File: src/hdl/dln_pkg.sv
// Shared constants and types of the digital input link node.
// Assumes one 125 MHz clock and a link controller on that same clock.
package dln_pkg;

	////////////////////////////////////////////////////////////////////////
	// Clock and timing
	localparam int unsigned CLK_HZ          = 125_000_000;
	localparam int unsigned BAUD_LOW_HZ     = 125_000;
	localparam int unsigned BAUD_HIGH_HZ    = 250_000;
	localparam int unsigned BAUD_DIV_LOW    = CLK_HZ / BAUD_LOW_HZ;
	localparam int unsigned BAUD_DIV_HIGH   = CLK_HZ / BAUD_HIGH_HZ;
	localparam int unsigned BAUD_CNT_W      = 10;
	// Longest silence before the link counts as interrupted
	localparam int unsigned COMM_TIMEOUT_MS = 10;
	localparam int unsigned COMM_TIMEOUT_CYC =
		(CLK_HZ / 1000) * COMM_TIMEOUT_MS;
	// Half period of the flashing supply lamp
	localparam int unsigned FLASH_HALF_MS   = 250;
	localparam int unsigned FLASH_HALF_CYC  =
		(CLK_HZ / 1000) * FLASH_HALF_MS;
	// Cycles after reset release before the switches are captured
	localparam logic [1:0]  CFG_WAIT_CYC    = 2'h3;

	////////////////////////////////////////////////////////////////////////
	// Coding switch layout (switch bit 1 sits at index 0)
	localparam int unsigned CS_BAUD_BIT     = 0;
	localparam int unsigned CS_LEN_BIT      = 2;
	localparam int unsigned CS_W            = 4;
	localparam int unsigned ADDR_W          = 4;
	localparam logic [ADDR_W-1:0] ADDR_AUTO = 4'h0;

	////////////////////////////////////////////////////////////////////////
	// Diagnosis and parameter byte layout
	localparam int unsigned DG_ELEC_BIT     = 0;
	localparam int unsigned DG_SENS_BIT     = 1;
	localparam int unsigned DG_COMM_BIT     = 7;
	localparam int unsigned PAR_LATCH_BIT   = 0;
	localparam logic [7:0]  BYTE_ZERO       = 8'h00;
	localparam logic [7:0]  PARAM_RESET     = 8'h00;
	localparam logic [15:0] IMAGE_RESET     = 16'h0000;
	localparam int unsigned CHAN_PER_BYTE   = 8;

	////////////////////////////////////////////////////////////////////////
	// Bytes handed to the link controller
	typedef enum logic [1:0] {
		DLN_KIND_IN0  = 2'b00,
		DLN_KIND_IN1  = 2'b01,
		DLN_KIND_DIAG = 2'b10
	} dln_kind_t;

	typedef struct packed {
		logic       last;
		dln_kind_t  kind;
		logic [7:0] data;
	} dln_link_byte_t;

	// Sequencer states of one link cycle
	typedef enum logic [1:0] {
		DLN_SEQ_IDLE = 2'b00,
		DLN_SEQ_B0   = 2'b01,
		DLN_SEQ_B1   = 2'b10,
		DLN_SEQ_DIAG = 2'b11
	} dln_seq_t;

endpackage : dln_pkg

File: src/hdl/dln_byte_buf.sv
// Small FIFO between the byte sequencer and the link controller.
// Assumes both sides run on clk_i; DEPTH of at least two.
module dln_byte_buf
	import dln_pkg::*;
#(
	parameter int unsigned WIDTH = 11,
	parameter int unsigned DEPTH = 2
) (
	input  wire logic             clk_i,
	input  wire logic             rst_n_i,
	input  wire logic             in_valid_i,
	output logic                  in_ready_o,
	input  wire logic [WIDTH-1:0] in_data_i,
	output logic                  out_valid_o,
	input  wire logic             out_ready_i,
	output logic      [WIDTH-1:0] out_data_o
);

	localparam int unsigned AW = $clog2(DEPTH);
	localparam logic [AW:0] FULL_CNT = (AW+1)'(DEPTH);

	logic [WIDTH-1:0] mem [DEPTH];
	logic [AW-1:0]    wr_ptr_reg;
	logic [AW-1:0]    rd_ptr_reg;
	logic [AW:0]      count_reg;
	logic             push;
	logic             pop;

	// Pointer step with wrap at DEPTH
	function automatic logic [AW-1:0] step(input logic [AW-1:0] p);
		if (p == (AW)'(DEPTH - 1)) begin
			return '0;
		end
		return p + 1'b1;
	endfunction : step

	////////////////////////////////////////////////////////////////////////
	// Handshakes: full and empty come straight from the count
	assign in_ready_o  = (count_reg != FULL_CNT);
	assign out_valid_o = (count_reg != '0);
	assign push        = in_valid_i && in_ready_o;
	assign pop         = out_valid_o && out_ready_i;
	assign out_data_o  = mem[rd_ptr_reg];

	// Storage
	always_ff @(posedge clk_i) begin
		if (push) begin
			mem[wr_ptr_reg] <= in_data_i;
		end
	end

	// Pointers and fill count
	always_ff @(posedge clk_i or negedge rst_n_i) begin
		if (!rst_n_i) begin
			wr_ptr_reg <= '0;
			rd_ptr_reg <= '0;
			count_reg  <= '0;
		end else begin
			if (push) begin
				wr_ptr_reg <= step(wr_ptr_reg);
			end
			if (pop) begin
				rd_ptr_reg <= step(rd_ptr_reg);
			end
			if (push && !pop) begin
				count_reg <= count_reg + 1'b1;
			end else if (pop && !push) begin
				count_reg <= count_reg - 1'b1;
			end
		end
	end

endmodule : dln_byte_buf

File: src/hdl/dln_node.sv
// Digital input link node: samples sensors, packs input and diagnosis
// bytes per link cycle, holds the parameter byte and drives the lamps.
// Assumes a link controller on clk_i that frames the bytes on the wire,
// and non-volatile storage that offers the stored parameter at boot.
module dln_node
	import dln_pkg::*;
#(
	parameter int unsigned COMM_TIMEOUT = COMM_TIMEOUT_CYC,
	parameter int unsigned FLASH_HALF   = FLASH_HALF_CYC,
	parameter int unsigned BUF_DEPTH    = 2
) (
	input  wire logic              clk_i,
	input  wire logic              rst_n_i,
	input  wire logic [CS_W-1:0]   coding_switch_i,
	input  wire logic [ADDR_W-1:0] address_switch_i,
	input  wire logic [7:0]        sensor_pin4_i,
	input  wire logic [7:0]        sensor_pin2_i,
	input  wire logic              elec_uv_i,
	input  wire logic              elec_ov_i,
	input  wire logic              sens_present_i,
	input  wire logic              sens_uv_i,
	input  wire logic              sens_ov_i,
	input  wire logic              sens_overload_i,
	input  wire logic [7:0]        param_boot_i,
	input  wire logic              link_cycle_i,
	input  wire logic              param_valid_i,
	input  wire logic [7:0]        param_data_i,
	output logic                   tx_valid_o,
	input  wire logic              tx_ready_i,
	output dln_link_byte_t         tx_byte_o,
	output logic                   cfg_valid_o,
	output logic                   baud_high_o,
	output logic                   baud_tick_o,
	output logic                   two_byte_o,
	output logic [ADDR_W-1:0]      link_addr_o,
	output logic                   auto_addr_o,
	output logic [7:0]             param_hold_o,
	output logic [7:0]             param_eff_o,
	output logic [15:0]            input_image_o,
	output logic [7:0]             diag_byte_o,
	output logic [15:0]            chan_lamp_o,
	output logic                   comm_lamp_o,
	output logic                   supply_lamp_o,
	output logic                   sens_supply_en_o
);

	localparam int unsigned SYNC_W = CS_W + ADDR_W + 16 + 6;
	localparam int unsigned TO_W   = $clog2(COMM_TIMEOUT + 1);
	localparam int unsigned FL_W   = $clog2(FLASH_HALF + 1);
	localparam logic [TO_W-1:0] TO_LAST = TO_W'(COMM_TIMEOUT - 1);
	localparam logic [FL_W-1:0] FL_LAST = FL_W'(FLASH_HALF - 1);
	localparam logic [BAUD_CNT_W-1:0] DIV_HIGH_LAST =
		BAUD_CNT_W'(BAUD_DIV_HIGH - 1);
	localparam logic [BAUD_CNT_W-1:0] DIV_LOW_LAST =
		BAUD_CNT_W'(BAUD_DIV_LOW - 1);

	////////////////////////////////////////////////////////////////////////
	// Declarations
	logic [SYNC_W-1:0]     sync1_reg;
	logic [SYNC_W-1:0]     sync2_reg;
	logic [SYNC_W-1:0]     async_in;
	logic [CS_W-1:0]       cs_s;
	logic [ADDR_W-1:0]     addr_s;
	logic [7:0]            pin4_s;
	logic [7:0]            pin2_s;
	logic                  elec_uv_s;
	logic                  elec_ov_s;
	logic                  sens_present_s;
	logic                  sens_uv_s;
	logic                  sens_ov_s;
	logic                  sens_overload_s;
	logic [1:0]            cfg_wait_reg;
	logic                  cfg_done_reg;
	logic                  baud_high_reg;
	logic                  two_byte_reg;
	logic [ADDR_W-1:0]     addr_reg;
	logic [7:0]            param_hold_reg;
	logic [7:0]            param_eff_reg;
	logic                  ovl_latch_reg;
	logic                  ovl_state;
	logic [BAUD_CNT_W-1:0] baud_cnt_reg;
	logic                  baud_tick_reg;
	logic [TO_W-1:0]       comm_cnt_reg;
	logic                  comm_lost_reg;
	logic [FL_W-1:0]       flash_cnt_reg;
	logic                  flash_reg;
	logic [15:0]           image_reg;
	logic [7:0]            diag_reg;
	logic [15:0]           lamp_reg;
	logic                  supply_lamp_reg;
	logic [15:0]           snap_image_reg;
	logic [7:0]            snap_diag_reg;
	dln_seq_t              seq_reg;
	dln_link_byte_t        push_byte;
	logic                  push_valid;
	logic                  push_ready;
	logic [7:0]            diag_next;

	// Out-of-window test shared by both supplies
	function automatic logic out_of_range(input logic uv, input logic ov);
		return uv || ov;
	endfunction : out_of_range

	////////////////////////////////////////////////////////////////////////
	// Two-flop synchroniser for every pin input
	assign async_in = {coding_switch_i, address_switch_i, sensor_pin2_i,
		sensor_pin4_i, elec_uv_i, elec_ov_i, sens_present_i, sens_uv_i,
		sens_ov_i, sens_overload_i};

	always_ff @(posedge clk_i or negedge rst_n_i) begin
		if (!rst_n_i) begin
			sync1_reg <= '0;
			sync2_reg <= '0;
		end else begin
			sync1_reg <= async_in;
			sync2_reg <= sync1_reg;
		end
	end

	assign {cs_s, addr_s, pin2_s, pin4_s, elec_uv_s, elec_ov_s,
		sens_present_s, sens_uv_s, sens_ov_s, sens_overload_s} = sync2_reg;

	////////////////////////////////////////////////////////////////////////
	// One-shot capture of switches and boot parameter after reset release
	always_ff @(posedge clk_i or negedge rst_n_i) begin
		if (!rst_n_i) begin
			cfg_wait_reg  <= '0;
			cfg_done_reg  <= 1'b0;
			baud_high_reg <= 1'b1;
			two_byte_reg  <= 1'b1;
			addr_reg      <= ADDR_AUTO;
			param_eff_reg <= PARAM_RESET;
		end else if (!cfg_done_reg) begin
			if (cfg_wait_reg == CFG_WAIT_CYC) begin
				cfg_done_reg  <= 1'b1;
				baud_high_reg <= cs_s[CS_BAUD_BIT];
				two_byte_reg  <= cs_s[CS_LEN_BIT];
				addr_reg      <= addr_s;
				param_eff_reg <= param_boot_i;
			end else begin
				cfg_wait_reg <= cfg_wait_reg + 1'b1;
			end
		end
	end

	// Received parameter byte is held for storage, not applied here
	always_ff @(posedge clk_i or negedge rst_n_i) begin
		if (!rst_n_i) begin
			param_hold_reg <= PARAM_RESET;
		end else if (param_valid_i) begin
			param_hold_reg <= param_data_i;
		end
	end

	////////////////////////////////////////////////////////////////////////
	// Bit-rate enable pulse from the selected divider
	always_ff @(posedge clk_i or negedge rst_n_i) begin
		if (!rst_n_i) begin
			baud_cnt_reg  <= '0;
			baud_tick_reg <= 1'b0;
		end else if (baud_cnt_reg == (baud_high_reg ? DIV_HIGH_LAST
			: DIV_LOW_LAST)) begin
			baud_cnt_reg  <= '0;
			baud_tick_reg <= 1'b1;
		end else begin
			baud_cnt_reg  <= baud_cnt_reg + 1'b1;
			baud_tick_reg <= 1'b0;
		end
	end

	////////////////////////////////////////////////////////////////////////
	// Link watchdog: lost until first cycle, and after a long silence
	always_ff @(posedge clk_i or negedge rst_n_i) begin
		if (!rst_n_i) begin
			comm_cnt_reg  <= '0;
			comm_lost_reg <= 1'b1;
		end else if (link_cycle_i && cfg_done_reg) begin
			comm_cnt_reg  <= '0;
			comm_lost_reg <= 1'b0;
		end else if (comm_cnt_reg == TO_LAST) begin
			comm_lost_reg <= 1'b1;
		end else begin
			comm_cnt_reg <= comm_cnt_reg + 1'b1;
		end
	end

	////////////////////////////////////////////////////////////////////////
	// Sensor supply overload: latched or self-recovering by parameter
	always_ff @(posedge clk_i or negedge rst_n_i) begin
		if (!rst_n_i) begin
			ovl_latch_reg <= 1'b0;
		end else if (sens_overload_s && param_eff_reg[PAR_LATCH_BIT]) begin
			ovl_latch_reg <= 1'b1;
		end
	end

	assign ovl_state = sens_overload_s || ovl_latch_reg;

	////////////////////////////////////////////////////////////////////////
	// Flash timebase for the supply lamp
	always_ff @(posedge clk_i or negedge rst_n_i) begin
		if (!rst_n_i) begin
			flash_cnt_reg <= '0;
			flash_reg     <= 1'b0;
		end else if (flash_cnt_reg == FL_LAST) begin
			flash_cnt_reg <= '0;
			flash_reg     <= !flash_reg;
		end else begin
			flash_cnt_reg <= flash_cnt_reg + 1'b1;
		end
	end

	////////////////////////////////////////////////////////////////////////
	// Diagnosis byte, reserved bits zero
	always_comb begin
		diag_next              = BYTE_ZERO;
		diag_next[DG_ELEC_BIT] = out_of_range(elec_uv_s,
			elec_ov_s);
		diag_next[DG_SENS_BIT] = out_of_range(sens_uv_s, sens_ov_s)
			|| ovl_state;
		diag_next[DG_COMM_BIT] = comm_lost_reg;
	end

	// Input image, diagnosis and lamps
	always_ff @(posedge clk_i or negedge rst_n_i) begin
		if (!rst_n_i) begin
			image_reg       <= IMAGE_RESET;
			diag_reg        <= BYTE_ZERO;
			lamp_reg        <= IMAGE_RESET;
			supply_lamp_reg <= 1'b0;
		end else begin
			image_reg <= {pin2_s, pin4_s};
			diag_reg  <= diag_next;
			lamp_reg  <= {pin2_s & {CHAN_PER_BYTE{two_byte_reg}},
				pin4_s};
			if (!sens_present_s) begin
				supply_lamp_reg <= 1'b0;
			end else if (out_of_range(sens_uv_s, sens_ov_s) || ovl_state)
			begin
				supply_lamp_reg <= flash_reg;
			end else begin
				supply_lamp_reg <= 1'b1;
			end
		end
	end

	////////////////////////////////////////////////////////////////////////
	// Byte sequencer: snapshot at cycle start, then input and diagnosis
	always_ff @(posedge clk_i or negedge rst_n_i) begin
		if (!rst_n_i) begin
			seq_reg        <= DLN_SEQ_IDLE;
			snap_image_reg <= IMAGE_RESET;
			snap_diag_reg  <= BYTE_ZERO;
		end else begin
			case (seq_reg)
				DLN_SEQ_IDLE: begin
					if (link_cycle_i && cfg_done_reg) begin
						snap_image_reg <= image_reg;
						snap_diag_reg  <= diag_next;
						seq_reg        <= DLN_SEQ_B0;
					end
				end
				DLN_SEQ_B0: begin
					if (push_ready) begin
						seq_reg <= two_byte_reg ? DLN_SEQ_B1
							: DLN_SEQ_DIAG;
					end
				end
				DLN_SEQ_B1: begin
					if (push_ready) begin
						seq_reg <= DLN_SEQ_DIAG;
					end
				end
				DLN_SEQ_DIAG: begin
					if (push_ready) begin
						seq_reg <= DLN_SEQ_IDLE;
					end
				end
				default: begin
					seq_reg <= DLN_SEQ_IDLE;
				end
			endcase
		end
	end

	// Byte offered to the buffer in B0, B1 and DIAG; nothing offered in IDLE
	always_comb begin
		push_valid     = 1'b1;
		push_byte.last = 1'b0;
		push_byte.kind = DLN_KIND_IN0;
		push_byte.data = snap_image_reg[7:0];
		case (seq_reg)
			DLN_SEQ_B0: begin
				push_byte.data = snap_image_reg[7:0];
			end
			DLN_SEQ_B1: begin
				push_byte.kind = DLN_KIND_IN1;
				push_byte.data = snap_image_reg[15:8];
			end
			DLN_SEQ_DIAG: begin
				push_byte.last = 1'b1;
				push_byte.kind = DLN_KIND_DIAG;
				push_byte.data = snap_diag_reg;
			end
			default: begin
				push_valid = 1'b0;
			end
		endcase
	end

	// Two-entry buffer so a stalled link controller loses no byte
	dln_byte_buf #(
		.WIDTH ($bits(dln_link_byte_t)),
		.DEPTH (BUF_DEPTH)
	) u_buf (
		.clk_i       (clk_i),
		.rst_n_i     (rst_n_i),
		.in_valid_i  (push_valid),
		.in_ready_o  (push_ready),
		.in_data_i   (push_byte),
		.out_valid_o (tx_valid_o),
		.out_ready_i (tx_ready_i),
		.out_data_o  (tx_byte_o)
	);

	////////////////////////////////////////////////////////////////////////
	// Outputs
	assign cfg_valid_o      = cfg_done_reg;
	assign baud_high_o      = baud_high_reg;
	assign baud_tick_o      = baud_tick_reg;
	assign two_byte_o       = two_byte_reg;
	assign link_addr_o      = addr_reg;
	assign auto_addr_o      = (addr_reg == ADDR_AUTO);
	assign param_hold_o     = param_hold_reg;
	assign param_eff_o      = param_eff_reg;
	assign input_image_o    = image_reg;
	assign diag_byte_o      = diag_reg;
	assign chan_lamp_o      = lamp_reg;
	assign comm_lamp_o      = comm_lost_reg;
	assign supply_lamp_o    = supply_lamp_reg;
	assign sens_supply_en_o = !ovl_state;

endmodule : dln_node

File: config.mk
export PLATFORM = sky130hd
export DESIGN_NAME = dln_node
export DESIGN_NICKNAME = d
export VERILOG_FILES = /design/src/hdl/dln_pkg.sv /design/src/hdl/dln_byte_buf.sv /design/src/hdl/dln_node.sv
export SDC_FILE = /design/constraint.sdc
export NUM_CORES = 1
export LEC_CHECK = 0
export ABC_AREA = 0
export ABC_CLOCK_PERIOD_IN_PS = 4200
export BUFFER_PORTS_ARGS = -buffer_cell sky130_fd_sc_hd__buf_4
export CAP_MARGIN = 0
export CORE_ASPECT_RATIO = 1.5
export CORE_UTILIZATION = 30
export DETAILED_ROUTE_END_ITERATION = 16
export SLEW_MARGIN = 15
export SYNTH_ARGS = -nofsm -noshare
export SYNTH_HDL_FRONTEND = slang
export SYNTH_SLANG_ARGS = --single-unit
File: constraint.sdc
create_clock -name clk_i -period 4.2 [get_ports clk_i]
set_clock_uncertainty 0.1 [all_clocks]
set_input_delay 0.84 -clock clk_i [delete_from_list [all_inputs] [get_ports clk_i]]
set_output_delay 0.84 -clock clk_i [all_outputs]
set_load 0.02 [all_outputs]
==> impl_metrics.csv, run 1 <==
group,metric,value,unit
outcome,status,"completed",
sta,final-setup-viol-count,0,
floorplanning,rows,72,
route,drt_iter0_drc,169,
worst_setup_path,crit_arrival,1.71,ns
clocking,clock_latency,0.51,ns
place,portBuffers,123,
synthesis,synthFlopType,"dfrtp_1",
global_route,grt_pass1_vias,4952,
place,gp_congestion,0.782,
power_and_ir_drop,power_frac_comb,18.2,%
synthesis,yosysTopAreaCell,"dfrtp_1",
clocking,holdBufCountCts,0,
sta,slew_viol_final,0,
synthesis,synthMuxAreaShare,7.65,%
worst_setup_path,crit_slowest_cell,"dfrtp_1",
floorplanning,die_h,202,um
worst_setup_path,critPathLaunchType,"flip-flop",
clocking,clkSinkCount,214,
route,wl_per_cell,13.8,um
synthesis,seq_area_frac_synth,68.5,%
power_and_ir_drop,power,5.60,mW
route,drt-pass1-iter-count,4,
synthesis,synth_top_area_share,60.0,%
power_and_ir_drop,ir_drop,0.320,mV
worst_setup_path,cp_max_fo,11,
sta,rsz0062_at_grt,"no",
global_route,antenna_found_initial,0,
clocking,clock-root-buffer,"clkbuf_16",
route,ant_nets,0,
synthesis,synthSimpleGateAreaFrac,12.6,%
sta,worst-slew-pin-transition,0.929,ns
floorplanning,coreArea,25900,um^2
synthesis,yosysUniqueCellTypes,45,
final_layout,nNetsFinal,778,
synthesis,synth_edf_count,20,
floorplanning,io_pins,131,
route,num_vias,4723,
sta,min_period,2.65,ns
power_and_ir_drop,p_clk_share,35.5,%
synthesis,synth_xor_area_share,5.17,%
route,post_drt_via_cell_ratio,4.43,
clocking,cts_buffer_depth,3,
global_route,gr-usage-all-layers,11.6,%
route,wirelength,14700,um
final_layout,num_antenna_cells,0,
clocking,post_cts_buffers,0,
power_and_ir_drop,p_leak,4.44,nW
clocking,htree_levels,1,
sta,slew_headroom,37.2,%
global_route,grt_max_degree,71,
final_layout,utilization,38.5,%
clocking,cts_buffers,22,
global_route,grt_pass1_wl,25300,um
final_layout,drive_above_1_share,30.6,%
route,drc,0,
clocking,path_clk_slew,0.06,ns
worst_setup_path,path_cells,"mux2_2, buf_4",
power_and_ir_drop,internal_power,4.14,mW
worst_setup_path,crit_required,3.26,ns
power_and_ir_drop,sw_frac_of_total,26.0,%
place,placed_cells,1025,
sta,hold_ws,0.225,ns
power_and_ir_drop,p_seq_share,46.3,%
synthesis,yosys_warnings,0,
synthesis,avgSynthCellArea,13.7,um^2
worst_setup_path,crit_path_end_kind,"output port",
final_layout,final_cells,1065,
place,dp_hpwl,10300,um
synthesis,ys_ff_latch,214,
synthesis,netlist_instances,583,
floorplanning,die_width,135,um
global_route,grt.overflow.total,0,
synthesis,synth_top_family_by_area,"simple AND/OR/NAND/NOR gates",
sta,finalCritPeriodShare,63.1,%
synthesis,synthTopCellsByArea,"dfrtp_1, edfxtp_1, mux2_2",
sta,setup_tns,0,ns
hold_path,hp-class,"in2async",
clocking,post_cts_resize_count,0,
floorplanning,fp.dieArea,27200,um^2
worst_setup_path,critical_path_class,"reg2out",
floorplanning,start_util,30.7,%
sta,fmax,0.378,GHz
synthesis,synth_compound_area_share,2.07,%
power_and_ir_drop,power_density,561,nW/um^2
sta,final_hold_viol_count,0,
power_and_ir_drop,p_sw,1.46,mW
final_layout,syn2layout_area_growth,25.3,%
worst_setup_path,slowest_delay,0.63,ns
synthesis,async_reset_ff_share,90.7,%
clocking,cts_tree,"yes",
job,drv_cap,0,
synthesis,syn_area,7970,um^2
synthesis,synthAdderAreaFrac,1.73,%
worst max-delay path: cells and delay by family, from the launching register on:
kind / cells / cell delay [ns]
buffers and inverters: 1 / 0.16
DFF: 1 / 0.63
muxes: 1 / 0.41
cells in the final DEF, fill, tap and decap left out, drive strengths merged, types with 15 or more instances in the layout:
master / instances
clkbuf: 36
nor2: 61
dfrtp: 191
nand3: 24
buf: 130
xor2: 32
mux2: 52
edfxtp: 20
xnor2: 15
nand2: 35
layer usage:
layer  global-route usage, %  share of wire [%]
met5                       0                  0
met4                    4.98                3.1
met3                    2.65                6.0
met2                    19.3                 48
met1                    14.4                 42
cell usage after synthesis (2+ instances only):
master and instances:
nor2_1 61, nor4b_1 3, mux2_2 51, or3_1 4
mux2i_1 2, or2_2 2, nor4_1 4, and4_1 2
a21oi_1 5, nor2b_1 5, o21ai_0 14, xor2_1 32
dfstp_2 3, nand2b_1 9, dfrtp_1 191, nor4bb_1 2
edfxtp_1 20, nand3b_1 3, buf_4 15, and3_1 6
nand4_1 14, a22oi_1 3, nor3_1 4, nand2_1 35
or4_1 2, inv_1 7, ha_1 11, xnor2_1 15
and2_1 9, clkbuf_1 11, nand3_1 24
power by group through the flow:
stage	clock, mW	sequential [mW]	combinational (mW)
3_5_place_dp	0	2.63	1.04
3_3_place_gp	0	2.62	1.02
4_1_cts	2.06	2.60	1.04
2_1_floorplan	0	2.61	0.682
5_1_grt	2.15	2.63	1.13
6_report	1.98	2.59	1.02
final timing paths:
check                                    endpoint  slack [ns]             start  depth (start not counted)
worst min register to register     chan_lamp_o[1]        0.24      sync2_reg[7]                          0
max in group asynchronous             baud_high_o        2.84           rst_n_i                          2
min in group clk_i                 chan_lamp_o[1]        0.24      sync2_reg[7]                          0
worst max-delay path                tx_byte_o[10]        1.55  u_buf.rd_ptr_reg                          2
worst max register to register  flash_cnt_reg[24]        1.55  flash_cnt_reg[4]                          6
worst min-delay path               param_eff_o[5]        0.23           rst_n_i                          1
stage by stage:
step           area, um^2  setup slack [ns]
6_report             9980              1.55
4_1_cts              9980              1.48
3_5_place_dp         9240              1.52
3_3_place_gp         9240              1.55
2_1_floorplan        7980              1.89
5_1_grt              9980              1.38
cells by family after synthesis:
family / Yosys count
adders and majority gates: 11
and+or+nand+nor: 195
xor gates and xnor gates: 47
AOI/OAI and AO/OA: 28
DFF: 214
buffers and inverters: 33
other: 1
muxes: 54
final cells by class:
cell class                      count  area (um^2)
Clock inverter                      5         77.6
Tap cell                          333          417
Timing Repair Buffer              131          990
Multi-Input combinational cell    340         2340
Sequential cell                   214         5460
Fill cell                        2530        16000
Clock buffer                       35          671
Inverter                            7         26.3
Power figures use the tool's default switching activity.
==> run 2, diff against run 1 <==
--- a/config.mk
+++ b/config.mk
@@ -6,7 +6,7 @@
 export NUM_CORES = 1
 export LEC_CHECK = 0
 export ABC_AREA = 0
-export ABC_CLOCK_PERIOD_IN_PS = 4200
+export ABC_CLOCK_PERIOD_IN_PS = 2500
 export BUFFER_PORTS_ARGS = -buffer_cell sky130_fd_sc_hd__buf_4
 export CAP_MARGIN = 0
 export CORE_ASPECT_RATIO = 1.5
==> constraint.sdc (replaced) <==
create_clock -name clk_i -period 2.5 [get_ports clk_i]
set_clock_uncertainty 0.1 [all_clocks]
set_input_delay 0.5 -clock clk_i [delete_from_list [all_inputs] [get_ports clk_i]]
set_output_delay 0.5 -clock clk_i [all_outputs]
set_load 0.02 [all_outputs]
==> run 2 against run 1 <==
Compared with the run above: first-iteration DRC count rose by 32%; sequential share of layout area decreased by 1.3 points; combinational power up 74%; via count up 1.4%; critical path depth grew 4; register-to-register slack lost 1.4 ns; wire length is 3.6% higher; critical path type is now reg2reg; die area is the same; critical endpoint is now flash_cnt_reg[18].
==> impl_metrics.csv, run 2 (same netlist as run 1, synthesis figures left out) <==
group,metric,value,unit
worst_setup_path,cp_max_fo,9,
route,post_drt_via_cell_ratio,4.37,
sta,slew_headroom,57.2,%
clocking,holdBufCountCts,19,
clocking,cts_buffers,22,
final_layout,syn2layout_area_growth,28.3,%
floorplanning,fp.dieArea,27200,um^2
route,drt-pass1-iter-count,4,
floorplanning,start_util,30.7,%
job,drv_cap,0,
sta,hold_ws,0.0219,ns
place,dpl_worst_slack,0.105,ns
global_route,grt_max_degree,56,
sta,layout_setup_ws,0.117,ns
worst_setup_path,crit_slowest_cell,"or4_1",
worst_setup_path,r2r-start,"flash_cnt_reg[4]",
worst_setup_path,crit_start,"flash_cnt_reg[4]",
clocking,cts_tree,"yes",
sta,rsz0062_at_grt,"no",
worst_setup_path,critical_path_class,"reg2reg",
hold_path,min_path_cells,1,
final_layout,most-common-layout-cells,"dfrtp_1, buf_4, nor2_1, mux2_2, nand2_1",
place,portBuffers,123,
sta,setup_tns,0,ns
floorplanning,rows,72,
final_layout,n_fill_cell,2510,
worst_setup_path,critPathCapture,"flash_cnt_reg[18]",
clocking,htree_levels,1,
route,ant_nets,0,
global_route,grt_pass1_wl,25400,um
clocking,clock_latency,0.49,ns
final_layout,drive_above_1_share,30.7,%
sta,final-setup-viol-count,0,
place,dpl_cell_area,9350,um^2
worst_setup_path,crit_arrival,2.65,ns
route,wirelength,15300,um
sta,final_hold_viol_count,0,
route,drc,0,
worst_setup_path,crit_required,2.77,ns
worst_setup_path,slowest_delay,0.54,ns
power_and_ir_drop,ir_drop,0.619,mV
worst_setup_path,rrSetupSlack,0.12,ns
global_route,grt_pass1_vias,4971,
global_route,grt.overflow.total,0,
sta,slew_viol_final,0,
final_layout,stdcell_area,10200,um^2
route,wl_per_cell,13.9,um
hold_path,hp-class,"in2reg",
power_and_ir_drop,power,9.13,mW
clocking,path_clk_slew,0.06,ns
place,dp_hpwl,10700,um
sta,fmax,0.420,GHz
outcome,status,"completed",
clocking,clock-root-buffer,"clkbuf_16",
floorplanning,die_h,202,um
floorplanning,coreArea,25900,um^2
sta,worst-slew-pin-transition,0.636,ns
final_layout,nNetsFinal,810,
place,placed_cells,1037,
worst_setup_path,critPathLaunchType,"flip-flop",
floorplanning,io_pins,131,
route,drt_iter0_drc,223,
worst_setup_path,critPathTopFamily,"simple AND/OR/NAND/NOR gates",
clocking,cts_buffer_depth,3,
worst_setup_path,path_depth,6,
clocking,clkSinkCount,214,
worst_setup_path,reg2reg_depth,6,
worst_setup_path,path_cells,"or4_1, or4_4, nor4_4, buf_4, nand3b_1, o21ai_0",
global_route,gr-usage-all-layers,11.7,%
power_and_ir_drop,p_leak,4.56,nW
worst_setup_path,reg2reg_to,"flash_cnt_reg[18]",
place,gp_congestion,0.747,
final_layout,final_cells,1097,
floorplanning,die_width,135,um
worst_setup_path,crit_buf_inv,1,
route,num_vias,4789,
power_and_ir_drop,power_density,893,nW/um^2
clocking,post_cts_resize_count,0,
worst_setup_path,crit_path_end_kind,"flip-flop",
global_route,antenna_found_initial,1,
final_layout,utilization,39.4,%
final_layout,layout_commonest_cell,"dfrtp_1",
sta,min_period,2.38,ns
clocking,post_cts_buffers,0,
sta,finalCritPeriodShare,95.3,%
[run 2: area by class of cell]
type / instances / area [um^2] / share of cell area (%)
Inverter: 7 / 26.3 / 0.257
Multi-Input combinational cell: 340 / 2340 / 22.9
Timing Repair Buffer: 163 / 1310 / 12.8
Sequential cell: 214 / 5460 / 53.4
Antenna cell: 1 / 2.50 / 0.0245
Clock inverter: 7 / 36.3 / 0.355
Tap cell: 333 / 417 / 4.08
Clock buffer: 32 / 629 / 6.16
[run 2: power breakdown]
group,internal (mW),switching [mW],leakage (nW)
registers,4.11,0.230,2.56
clock network,1.74,1.27,0.327
logic,0.842,0.931,1.68
total,6.70,2.43,4.56
[run 2: metal layers]
layer	routed length, um	global-route usage [%]
met3	905	2.72
met2	7720	20.4
met5	0	0
met1	6310	13.9
met4	345	4.05
[run 2: worst min path at each step]
stage	slack, ns	to	start
2_1_floorplan	0.10	baud_cnt_reg[0]	rst_n_i
5_1_grt	0.001	sync1_reg[12]	sensor_pin4_i[6]
3_3_place_gp	0.23	chan_lamp_o[5]	sync2_reg[11]
6_report	0.02	sync1_reg[17]	sensor_pin2_i[3]
4_1_cts	0.001	sync1_reg[19]	sensor_pin2_i[5]
3_5_place_dp	0.23	chan_lamp_o[7]	sync2_reg[13]
